$ cat src/stmh_pkg.sv
// Message codes, bus phase codes and state codes for the target message handler
package stmh_pkg;

	localparam logic [7:0] MSG_CMD_COMPLETE = 8'h00;
	localparam logic [7:0] MSG_SAVE_PTR     = 8'h02;
	localparam logic [7:0] MSG_RESTORE_PTRS = 8'h03;
	localparam logic [7:0] MSG_DISCONNECT   = 8'h04;
	localparam logic [7:0] MSG_INIT_ERR     = 8'h05;
	localparam logic [7:0] MSG_ABORT        = 8'h06;
	localparam logic [7:0] MSG_REJECT       = 8'h07;
	localparam logic [7:0] MSG_NOP          = 8'h08;
	localparam logic [7:0] MSG_PARITY_ERR   = 8'h09;
	localparam logic [7:0] MSG_DEV_RESET    = 8'h0C;
	localparam logic [7:0] MSG_IDENTIFY_MIN = 8'h80;

	localparam logic [3:0] SENSE_ABORTED_CMD = 4'hB;
	localparam logic [3:0] SENSE_RST         = 4'h0;
	localparam logic [7:0] TX_BYTE_RST       = 8'h00;
	localparam logic       ATN_RST           = 1'b0;

	typedef enum logic [2:0] {
		PH_SELECTION = 3'h0,
		PH_COMMAND   = 3'h1,
		PH_DATA_OUT  = 3'h2,
		PH_DATA_IN   = 3'h3,
		PH_STATUS    = 3'h4,
		PH_MSG_OUT   = 3'h5,
		PH_MSG_IN    = 3'h6,
		PH_BUS_FREE  = 3'h7
	} stmh_phase_e;

	typedef enum logic [2:0] {
		ST_IDLE    = 3'b001,
		ST_RESTORE = 3'b010,
		ST_REJECT  = 3'b100
	} stmh_state_e;

endpackage

$ cat src/stmh_atn_sync.sv
// Three-stage synchroniser for the attention pin with agreement filter
module stmh_atn_sync (
	input  wire logic clk,
	input  wire logic rst,
	input  wire logic pin,
	output logic      level
);
	import stmh_pkg::*;

	logic s1, s2, s3;
	logic next_level;

	// A change counts only once the second and third stages agree
	always_comb begin
		next_level = level;
		if (s2 == s3) begin
			next_level = s3;
		end
	end

	always_ff @(posedge clk) begin
		if (rst) begin
			s1    <= ATN_RST;
			s2    <= ATN_RST;
			s3    <= ATN_RST;
			level <= ATN_RST;
		end else begin
			s1    <= pin;
			s2    <= s1;
			s3    <= s2;
			level <= next_level;
		end
	end

endmodule

$ cat src/stmh_msg_handler.sv
// Target-side handler for received messages and the bus phase that follows them
module stmh_msg_handler (
	input  wire logic                  clk,
	input  wire logic                  rst,
	input  wire logic                  atn_pin,
	input  wire logic                  rx_valid,
	input  wire logic [7:0]            rx_byte,
	input  wire stmh_pkg::stmh_phase_e atn_phase,
	input  wire logic                  image_xfer,
	input  wire logic                  mem_fitted,
	input  wire logic                  lun_identified,
	input  wire logic                  op_pending,
	input  wire logic                  seq_sent,
	input  wire logic [7:0]            seq_code,
	input  wire logic                  seq_reconnect,
	input  wire logic                  tx_done,
	output logic                       tx_req,
	output logic [7:0]                 tx_byte,
	output logic                       phase_req,
	output stmh_pkg::stmh_phase_e      phase_sel,
	output logic                       status_check,
	output logic                       resend,
	output logic                       discard_cmd,
	output logic                       discard_data,
	output logic                       clear_op,
	output logic                       sense_we,
	output logic [3:0]                 sense_key,
	output logic                       stay_connected,
	output logic                       cmd_error,
	output logic                       msg_taken,
	output logic                       more_msgs
);
	import stmh_pkg::*;

	stmh_state_e state, next_state;
	stmh_phase_e ph, next_ph, next_phase_sel;
	logic        img, next_img;
	logic        atn_level;
	logic        sent_valid, next_sent_valid;
	logic [7:0]  sent_code, next_sent_code;
	logic        sent_reconn, next_sent_reconn;
	logic        next_tx_req, next_phase_req, next_status_check, next_resend;
	logic        next_discard_cmd, next_discard_data, next_clear_op, next_sense_we;
	logic        next_stay, next_cmd_error, next_msg_taken, next_more;
	logic [7:0]  next_tx_byte;
	logic [3:0]  next_sense_key;
	logic        supported;

	stmh_atn_sync u_atn (
		.clk   (clk),
		.rst   (rst),
		.pin   (atn_pin),
		.level (atn_level)
	);

	// Codes handled here or by the neighbouring message logic
	assign supported = (rx_byte == MSG_INIT_ERR) || (rx_byte == MSG_ABORT) ||
		(rx_byte == MSG_REJECT) || (rx_byte == MSG_NOP) || (rx_byte == MSG_PARITY_ERR) ||
		(rx_byte == MSG_DEV_RESET) || (rx_byte >= MSG_IDENTIFY_MIN);

	always_comb begin
		next_state        = state;
		next_ph           = ph;
		next_img          = img;
		next_tx_req       = 1'b0;
		next_tx_byte      = tx_byte;
		next_phase_req    = 1'b0;
		next_phase_sel    = phase_sel;
		next_status_check = 1'b0;
		next_resend       = 1'b0;
		next_discard_cmd  = 1'b0;
		next_discard_data = 1'b0;
		next_clear_op     = 1'b0;
		next_sense_we     = 1'b0;
		next_sense_key    = sense_key;
		next_stay         = 1'b0;
		next_cmd_error    = 1'b0;
		next_msg_taken    = 1'b0;
		next_more         = more_msgs;
		unique case (state)
			ST_IDLE: begin
				if (rx_valid) begin
					next_msg_taken = 1'b1;
					// Initiator model sets ATN five cycles ahead of the byte, past the synchroniser delay, so this level is fresh
					next_more = atn_level;
					if (rx_byte == MSG_INIT_ERR) begin
						if (atn_phase != PH_MSG_OUT) begin
							next_ph      = atn_phase;
							next_img     = image_xfer;
							next_tx_req  = 1'b1;
							next_tx_byte = MSG_RESTORE_PTRS;
							next_state   = ST_RESTORE;
						end
					end else if (rx_byte == MSG_ABORT) begin
						// Nothing to clear is not an error
						next_clear_op  = lun_identified && op_pending;
						next_phase_req = 1'b1;
						next_phase_sel = PH_BUS_FREE;
					end else if (rx_byte == MSG_REJECT) begin
						if (!sent_valid || sent_code == MSG_CMD_COMPLETE) begin
							next_phase_req = 1'b1;
							next_phase_sel = PH_BUS_FREE;
						end else if (sent_code == MSG_REJECT || sent_code == MSG_RESTORE_PTRS) begin
							next_phase_req    = 1'b1;
							next_phase_sel    = PH_STATUS;
							next_status_check = 1'b1;
						end else if (sent_code == MSG_DISCONNECT || sent_code == MSG_SAVE_PTR) begin
							next_stay = 1'b1;
						end else if (sent_code >= MSG_IDENTIFY_MIN && sent_reconn) begin
							next_cmd_error = 1'b1;
							next_phase_req = 1'b1;
							next_phase_sel = PH_BUS_FREE;
						end
					end else if (!supported) begin
						// Phase is left as it was; the code is otherwise dropped
						next_tx_req  = 1'b1;
						next_tx_byte = MSG_REJECT;
						next_state   = ST_REJECT;
					end
					// No operation and codes owned elsewhere fall through untouched
				end
			end
			ST_RESTORE: begin
				if (rx_valid && rx_byte == MSG_REJECT) begin
					next_msg_taken    = 1'b1;
					next_more         = atn_level;
					next_phase_req    = 1'b1;
					next_phase_sel    = PH_STATUS;
					next_status_check = 1'b1;
					next_state        = ST_IDLE;
				end else if (tx_done) begin
					next_state     = ST_IDLE;
					next_phase_req = 1'b1;
					next_phase_sel = ph;
					unique case (ph)
						PH_SELECTION: next_phase_sel = PH_BUS_FREE;
						PH_COMMAND:   next_discard_cmd = 1'b1;
						PH_DATA_OUT:  next_discard_data = 1'b1;
						PH_DATA_IN: begin
							if (img && !mem_fitted) begin
								// Image is gone without memory; the sequencer closes with complete
								next_phase_sel    = PH_STATUS;
								next_status_check = 1'b1;
								next_sense_we     = 1'b1;
								next_sense_key    = SENSE_ABORTED_CMD;
							end else begin
								next_resend = 1'b1;
							end
						end
						PH_STATUS:    next_resend = 1'b1;
						PH_MSG_IN:    next_resend = 1'b1;
						PH_MSG_OUT:   next_phase_req = 1'b0;
						PH_BUS_FREE:  next_phase_req = 1'b0;
					endcase
				end
			end
			ST_REJECT: begin
				if (tx_done) begin
					next_state = ST_IDLE;
				end
			end
			default: next_state = ST_IDLE;
		endcase
	end

	// Last message this target put on the bus, for judging a reject
	always_comb begin
		next_sent_valid  = sent_valid;
		next_sent_code   = sent_code;
		next_sent_reconn = sent_reconn;
		if (seq_sent) begin
			next_sent_valid  = 1'b1;
			next_sent_code   = seq_code;
			next_sent_reconn = seq_reconnect;
		end else if (tx_done && state != ST_IDLE) begin
			next_sent_valid  = 1'b1;
			next_sent_code   = tx_byte;
			next_sent_reconn = 1'b0;
		end else if (phase_req && phase_sel == PH_BUS_FREE) begin
			next_sent_valid = 1'b0;
		end
	end

	always_ff @(posedge clk) begin
		if (rst) begin
			state          <= ST_IDLE;
			ph             <= PH_BUS_FREE;
			img            <= 1'b0;
			tx_req         <= 1'b0;
			tx_byte        <= TX_BYTE_RST;
			phase_req      <= 1'b0;
			phase_sel      <= PH_BUS_FREE;
			status_check   <= 1'b0;
			resend         <= 1'b0;
			discard_cmd    <= 1'b0;
			discard_data   <= 1'b0;
			clear_op       <= 1'b0;
			sense_we       <= 1'b0;
			sense_key      <= SENSE_RST;
			stay_connected <= 1'b0;
			cmd_error      <= 1'b0;
			msg_taken      <= 1'b0;
			more_msgs      <= 1'b0;
			sent_valid     <= 1'b0;
			sent_code      <= TX_BYTE_RST;
			sent_reconn    <= 1'b0;
		end else begin
			state          <= next_state;
			ph             <= next_ph;
			img            <= next_img;
			tx_req         <= next_tx_req;
			tx_byte        <= next_tx_byte;
			phase_req      <= next_phase_req;
			phase_sel      <= next_phase_sel;
			status_check   <= next_status_check;
			resend         <= next_resend;
			discard_cmd    <= next_discard_cmd;
			discard_data   <= next_discard_data;
			clear_op       <= next_clear_op;
			sense_we       <= next_sense_we;
			sense_key      <= next_sense_key;
			stay_connected <= next_stay;
			cmd_error      <= next_cmd_error;
			msg_taken      <= next_msg_taken;
			more_msgs      <= next_more;
			sent_valid     <= next_sent_valid;
			sent_code      <= next_sent_code;
			sent_reconn    <= next_sent_reconn;
		end
	end

	property p_restore;
		@(posedge clk) disable iff (rst)
		(state == ST_IDLE && rx_valid && rx_byte == MSG_INIT_ERR && atn_phase != PH_MSG_OUT)
			|=> (tx_req && tx_byte == MSG_RESTORE_PTRS && state == ST_RESTORE);
	endproperty
	a_restore: assert property (p_restore) else $error("restore pointers not sent");

	property p_ignore;
		@(posedge clk) disable iff (rst)
		(state == ST_IDLE && rx_valid && rx_byte == MSG_INIT_ERR && atn_phase == PH_MSG_OUT)
			|=> (!tx_req && state == ST_IDLE);
	endproperty
	a_ignore: assert property (p_ignore) else $error("error message in message out not ignored");

	property p_sel_free;
		@(posedge clk) disable iff (rst)
		(state == ST_RESTORE && tx_done && !rx_valid && ph == PH_SELECTION)
			|=> (phase_req && phase_sel == PH_BUS_FREE && !resend);
	endproperty
	a_sel_free: assert property (p_sel_free) else $error("selection retry not bus free");

	property p_cmd_retry;
		@(posedge clk) disable iff (rst)
		(state == ST_RESTORE && tx_done && !rx_valid && ph == PH_COMMAND)
			|=> (discard_cmd && phase_req && phase_sel == PH_COMMAND) ##1 !discard_cmd;
	endproperty
	a_cmd_retry: assert property (p_cmd_retry) else $error("command retry wrong");

	property p_dout_retry;
		@(posedge clk) disable iff (rst)
		(state == ST_RESTORE && tx_done && !rx_valid && ph == PH_DATA_OUT)
			|=> (discard_data && phase_sel == PH_DATA_OUT);
	endproperty
	a_dout_retry: assert property (p_dout_retry) else $error("data out retry wrong");

	property p_nomem;
		@(posedge clk) disable iff (rst)
		(state == ST_RESTORE && tx_done && !rx_valid && ph == PH_DATA_IN && img && !mem_fitted)
			|=> (status_check && phase_sel == PH_STATUS && sense_we && sense_key == SENSE_ABORTED_CMD);
	endproperty
	a_nomem: assert property (p_nomem) else $error("image retry without memory wrong");

	property p_resend;
		@(posedge clk) disable iff (rst)
		(state == ST_RESTORE && tx_done && !rx_valid && (ph == PH_STATUS || ph == PH_MSG_IN))
			|=> (resend && phase_sel == $past(ph));
	endproperty
	a_resend: assert property (p_resend) else $error("status or message in not resent");

	property p_abort;
		@(posedge clk) disable iff (rst)
		(state == ST_IDLE && rx_valid && rx_byte == MSG_ABORT)
			|=> (phase_req && phase_sel == PH_BUS_FREE && clear_op == $past(lun_identified && op_pending)
				&& !status_check);
	endproperty
	a_abort: assert property (p_abort) else $error("abort handling wrong");

	property p_nop;
		@(posedge clk) disable iff (rst)
		(state == ST_IDLE && rx_valid && rx_byte == MSG_NOP)
			|=> (!tx_req && !phase_req && !clear_op && !stay_connected) [*2];
	endproperty
	a_nop: assert property (p_nop) else $error("no operation caused action");

	property p_unsup;
		@(posedge clk) disable iff (rst)
		(state == ST_IDLE && rx_valid && !supported)
			|=> (tx_req && tx_byte == MSG_REJECT && !phase_req);
	endproperty
	a_unsup: assert property (p_unsup) else $error("unsupported code not rejected");

	property p_rej_free;
		@(posedge clk) disable iff (rst)
		(state == ST_IDLE && rx_valid && rx_byte == MSG_REJECT && (!sent_valid || sent_code == MSG_CMD_COMPLETE))
			|=> (phase_req && phase_sel == PH_BUS_FREE && !status_check && !cmd_error);
	endproperty
	a_rej_free: assert property (p_rej_free) else $error("reject of complete not bus free");

	property p_more;
		@(posedge clk) disable iff (rst)
		(msg_taken) |-> (more_msgs == $past(atn_level));
	endproperty
	a_more: assert property (p_more) else $error("ATN not sampled with message");

endmodule

$ cat config.mk
export PLATFORM = sky130hd
export DESIGN_NAME = stmh_msg_handler
export DESIGN_NICKNAME = d
export VERILOG_FILES = /design/src/stmh_pkg.sv /design/src/stmh_atn_sync.sv /design/src/stmh_msg_handler.sv
export SDC_FILE = /design/constraint.sdc
export NUM_CORES = 1
export LEC_CHECK = 0
export BUFFER_PORTS_ARGS = -buffer_cell sky130_fd_sc_hd__clkbuf_2
export CAP_MARGIN = 25
export CORE_MARGIN = 3
export CORE_UTILIZATION = 40
export CTS_BUF_LIST = sky130_fd_sc_hd__clkbuf_2 sky130_fd_sc_hd__clkbuf_4 sky130_fd_sc_hd__clkbuf_8
export DETAILED_ROUTE_END_ITERATION = 8
export PLACE_DENSITY = 0.75
export SETUP_SLACK_MARGIN = 0.1
export SYNTH_ARGS = -nofsm -noshare
export SYNTH_HDL_FRONTEND = slang
export SYNTH_HIERARCHICAL = 1
export SYNTH_SLANG_ARGS = --single-unit
$ cat constraint.sdc
create_clock -name clk -period 3.39 [get_ports clk]
set_input_delay 0 -clock clk [delete_from_list [all_inputs] [get_ports clk]]
set_output_delay 0 -clock clk [all_outputs]
set_load 0.05 [all_outputs]
== Word-level counts from Yosys, hierarchy flattened ==
Cells that the tools add are included.

* Register bits after elaboration: 45
* Bits of input ports: 30
* Output and inout bits: 27
* Word-level logic and storage cells: 181

* $lt $le $gt $ge: 2
* Equality and inequality tests: 39
* Muxes and demuxes: 73
* Bitwise operators: 7
* Reduce and logical (&&, ||, !) cells: 35

{| class="wikitable"
|+ Operator list
! operator !! number
|-
| $mux W3 || 19
|-
| $mux W8 || 7
|-
| $eq A8 B3 Y1 const B || 5
|-
| $mux W1 || 39
|-
| $eq A8 B4 Y1 const B || 3
|-
| $ne A3 B3 Y1 const B || 7
|-
| $eq A3 B3 Y1 const B || 6
|-
| $eq A8 B2 Y1 const B || 2
|-
| $ge A8 B8 Y1 const B || 2
|-
| $pmux W3 S2 || 2
|-
| $ne A2 B2 Y1 const B || 5
|-
| $ne A5 B5 Y1 const B || 2
|-
| $pmux W1 S2 || 5
|-
| $reduce_and A5 Y1 || 2
|-
| $eq A3 B2 Y1 const B || 3
|-
| $logic_or A1 B1 Y1 || 9
|-
| $pmux W3 S3 || 1
|-
| $logic_not A8 Y1 || 1
|-
| $reduce_or A8 Y1 || 1
|-
| $not A1 Y1 || 7
|-
| $reduce_and A7 Y1 || 1
|-
| $eq A3 B1 Y1 const B || 2
|-
| $logic_and A1 B1 Y1 || 6
|-
| $reduce_and A6 Y1 || 1
|-
| other kinds (13) || 18
|}

== Depth between registers and ports, before layout ==
* Depth in word-level cells: 13
* Gate-level depth with buffers: 6

== By module ==
The synthesis kept the hierarchy.

{| class="wikitable"
|+ By module, submodules not included
! module !! times used !! cells each !! area an instance (um2)
|-
| stmh_msg_handler || 1 || 196 || 1735.4
|-
| stmh_atn_sync || 1 || 10 || 112.6
|}

== Worst setup path after synthesis ==
No wires, ideal clock.

* Path type: register -> register
* From: register state[1]
* To: register ph[0]
* Arrival time: 1.335 ns
* Path slack: 1.935 ns
* Stages on the path, launching flop included: 7
* Cells stage by stage: dfxtp_1 -> buf_2 -> and4bb_2 -> and3_1 -> buf_6 -> nor2b_2 -> a211o_1

* Longest elaborated chain between the ends: 2

{| class="wikitable"
|+ RTL lines
! item !! RTL line !! source
|-
| start: declaration || stmh_msg_handler.sv:35 || <nowiki>stmh_state_e state, next_state;</nowiki>
|-
| start signal: assignment || stmh_msg_handler.sv:208 || <nowiki>state <= next_state;</nowiki>
|-
| $eq A3 B1 Y1 || stmh_msg_handler.sv:80 || <nowiki>unique case (state)</nowiki>
|-
| $reduce_and A4 Y1 (no source line) || n/a ||
|-
| end signal: assignment || stmh_msg_handler.sv:209 || <nowiki>ph <= next_ph;</nowiki>
|-
| end: declaration || stmh_msg_handler.sv:36 || <nowiki>stmh_phase_e ph, next_ph, next_phase_sel;</nowiki>
|}

Every way passes these cells.
A chain may end at the register's enable or synchronous reset.

== Final worst setup path ==
* From: register state[0]
* To: register sent_code[1]

* Longest elaborated chain between the ends: 3

{| class="wikitable"
|+ RTL lines
! item !! RTL line !! source
|-
| $ne A3 B1 Y1 || stmh_msg_handler.sv:175 || <nowiki>end else if (tx_done && state != ST_IDLE) begin</nowiki>
|-
| $logic_and A1 B1 Y1 || stmh_msg_handler.sv:175 ||
|-
| $reduce_bool A2 Y1 (no source line) || n/a ||
|-
| end signal: assignment || stmh_msg_handler.sv:227 || <nowiki>sent_code <= next_sent_code;</nowiki>
|-
| end: declaration || stmh_msg_handler.sv:40 || <nowiki>logic [7:0] sent_code, next_sent_code;</nowiki>
|}

Every way passes these cells.

==> results by group <==
Timing
  – Final Hold Fails: 0
  – Final Max Slew Viols: 0
  – Slew HR: 48.3%
  – Max Clk Rate: 553 MHz
  – Fin crit period: ~1800 ps
  – Crit share post-route: 53.4%
  – Final setup viols: 0
  – Clk_skew: approximately 1.1 ps
  – Setup slack after layout: 1580 ps
  – Actual slew at the worst max-slew pin: 771 ps
  – RSZ-0062 raised after global routing: no
  – Setup TNS: 0 ps

Drt
  – Wire length on met1: 1.82 mm
  – Uppermost routed layer: met4
  – Routed wl met3: about 240 µm
  – Final wirelength: 3.99 mm
  – Pre-Repair DR Iteration Count: 4
  – ANT nets after route: 0
  – Vias: 1683
  – Drt drc: 0
  – DR WL/cell: around 13 µm
  – Via-to-Cell Ratio: between 5 and 6
  – Routed wl met2: 1.82 mm
  – Initial DRC Count: 96

Floorplanning
  – Die Wd: 74.0 µm
  – I/O Pins: 57
  – Initial Util: 41.9%
  – Die area: 5470 µm²
  – Row count: 24
  – Core area: 4410 µm²
  – Die height: 74.0 µm

Hold path
  – Hold endpoint: sent_code[7]
  – Hold Path Class: input pin to register
  – Hold Path Depth: 3
  – Hold_sp: seq_sent

Clock network
  – CTS H-tree lvls: 2
  – Clock buffer depth: 2
  – TritonCTS Buffers: 5
  – Clock sinks: 39
  – Clk root buf: clkbuf_8
  – Hold_buf cts: 16
  – CTS tree: yes
  – Postcts setup bufs: 0
  – Worst skew pair latency: 280 ps
  – CTS resizes: 0
  – Reg clk slew, reported paths: 70 ps

Critical path
  – Slowest CP cell: o31ai_2
  – Required time worst endpoint: 3530 ps
  – Crit-path max cell delay: 700 ps
  – CP startpoint kind: register
  – Worst-path fanout max: 11
  – Cell family with most CP delay: compound AO/OA/AOI/OAI gates
  – Critical setup path kind: register to register
  – Worst R2R Path Depth: 5
  – RR Endpoint: sent_code[1]
  – Critical path arrival: 1950 ps
  – Crit path cell chain: inv_2, o31ai_2, nor2_1, a211oi_1, nor3_1
  – Endpoint class of the critical path: register
  – Reg-to-Reg Start: state[0]
  – WP buf/inv: 1
  – Reg-to-reg setup timing slack: 1580 ps

Synth
  – Sequential share of the synthesized area: 42.2%
  – Post-synth ARST share: 0%
  – Synthesized cell area: 1850 µm²
  – Avg Cell Area, Syn: 8.97 µm²
  – Yosys cell types: 54
  – YS warnings: 6
  – Cell count after synthesis: between 200 and 250
  – Synthesized flop and latch total: 39
  – Primary FF master, synth: dfxtp_1
  – Post-synth EDFFs: 0

Global routing
  – Initial antenna violation count: 0
  – First-pass GRT wire length: around 6.4 mm
  – GR Overflow Total: 0
  – Pin count of the biggest net entering global routing: 40
  – Vias in the first global route: between 1000 and 1500
  – Tot GR Track Use: 15.1%

Placed design
  – GPL Wtd Cong: 0.853
  – Port bufs: 50
  – DP Area: 2060 µm²
  – Placed Instances: 294
  – DP Worst Slack: 1610 ps
  – Hpwl dp: 2.84 mm

Layout
  – Fin area: around 2300 µm²
  – Share of cells above drive strength 1: 27.9%
  – Area growth from synthesis to layout: 25.1%
  – Final nets: 295
  – Finished Layout Cells: 317
  – Ant diodes: 0

Flow run
  – Max Cap Viol: 0

Status
  – Run status: finished, final reports clean

Pwr
  – Power Density: 399 nW/µm²
  – Worst-case vdd ir drop: ~220 µV
  – Pleak: 0.943 nW
## state kept, by name (all words and copies together), names as in the netlist, 2 cells and up
name	count
ph	3
phase_sel	3
sent_code	8
state	3
tx_byte	2
## cell usage in the layout, fill, tap and decap left out, types with 2 or more instances in the layout
cell / synthesis / layout
a211o_1: 3 / 3
a211oi_1: 4 / 4
a21boi_0: 2 / 2
a21oi_1: 13 / 13
a311oi_1: 2 / 2
a31oi_1: 3 / 3
and3_1: 2 / 2
and3b_1: 2 / 2
and4bb_1: 2 / 2
clkbuf_2: 0 / 50
clkbuf_8: 0 / 6
conb_1: 1 / 6
dfxtp_1: 39 / 39
dlygate4sd3_1: 0 / 16
inv_1: 3 / 3
mux2i_1: 6 / 6
nand2_1: 16 / 16
nand2b_1: 2 / 2
nand3_1: 10 / 10
nand3b_1: 3 / 3
nand4_1: 2 / 2
nor2_1: 22 / 22
nor2b_1: 6 / 6
nor2b_2: 3 / 3
nor3_1: 5 / 5
nor3b_1: 3 / 3
nor4_1: 5 / 5
o21bai_1: 2 / 2
o22ai_1: 2 / 2
o31ai_2: 2 / 2
## cell families after synthesis
group	share of synthesized area, %
muxes	3.86
AOI/OAI and AO/OA	16.6
xor gates and xnor gates	0.948
DFF	42.2
and+or+nand+nor	29.0
buffers and inverters	7.18
other	0.203
## how the worst max path moves through the flow
stage / startpoint / depth (start not counted) / endpoint / slack (ps)
6_report: state[0] / 5 / sent_code[1] / 1580
5_1_grt: state[0] / 5 / sent_code[1] / 1450
4_1_cts: state[0] / 5 / sent_code[0] / 1590
3_5_place_dp: state[0] / 5 / sent_code[0] / 1610
3_3_place_gp: state[0] / 5 / sent_code[0] / 1700
2_1_floorplan: state[1] / 6 / ph[0] / 1940
## tightest hold or removal path: stages
cell and delay [ps]:
clkbuf_2 160, nand2_1 80, a21oi_1 50
## layout make-up
class,instances,area (µm²)
clock inverters,1,5.00
fillers,412,2100
clock buffers,6,82.6
repair buffers,66,410
well taps,52,65.1
flip-flops and latches,39,781
inverters,4,15.0
multi-input cells,149,953
## synthesized netlist by cell type, types with 2 or more instances
| cell type | count | area [µm²] |
|---|---|---|
| inv_1 | 3 | 11.3 |
| nand3b_1 | 3 | 22.5 |
| nand2_1 | 16 | 60.1 |
| o31ai_2 | 2 | 25.0 |
| a21boi_0 | 2 | 15.0 |
| buf_4 | 10 | 75.1 |
| clkbuf_1 | 6 | 22.5 |
| and3_1 | 2 | 12.5 |
| nor2_1 | 22 | 82.6 |
| nor4_1 | 5 | 31.3 |
| o22ai_1 | 2 | 12.5 |
| mux2i_1 | 6 | 60.1 |
| a311oi_1 | 2 | 17.5 |
| o21bai_1 | 2 | 15.0 |
| nand3_1 | 10 | 50.1 |
| nor3b_1 | 3 | 22.5 |
| a211o_1 | 3 | 26.3 |
| dfxtp_1 | 39 | 781 |
| nor3_1 | 5 | 25.0 |
| and4bb_1 | 2 | 25.0 |
| nand4_1 | 2 | 12.5 |
| and3b_1 | 2 | 17.5 |
| nor2b_1 | 6 | 37.5 |
| nand2b_1 | 2 | 12.5 |
| a21oi_1 | 13 | 65.1 |
| a31oi_1 | 3 | 18.8 |
| nor2b_2 | 3 | 26.3 |
| a211oi_1 | 4 | 30.0 |
## per-stage QoR
stage               total power [mW]  hold WS [ps]  util (%)
floorplan                      0.577          69.1         -
global placement               0.604           209      46.8
detailed placement             0.606           214      46.8
CTS                            0.927          59.6      52.4
global route                   0.961          73.3      52.4
finish                         0.922          52.5      52.4
## where the power goes
part / leakage (nW) / internal, mW / switching (mW)
clock: 0.0470 / 0.160 / 0.153
combinational: 0.578 / 0.0494 / 0.0769
sequential: 0.318 / 0.471 / 0.0113
## routing by layer
metal,track usage [%],vias to the layer above
li1,-,847
met1,19.2,776
met3,3.65,10
met4,7.44,0
met2,24.0,50
met5,0,-
Note: power is estimated with default switching activity, not from simulation.
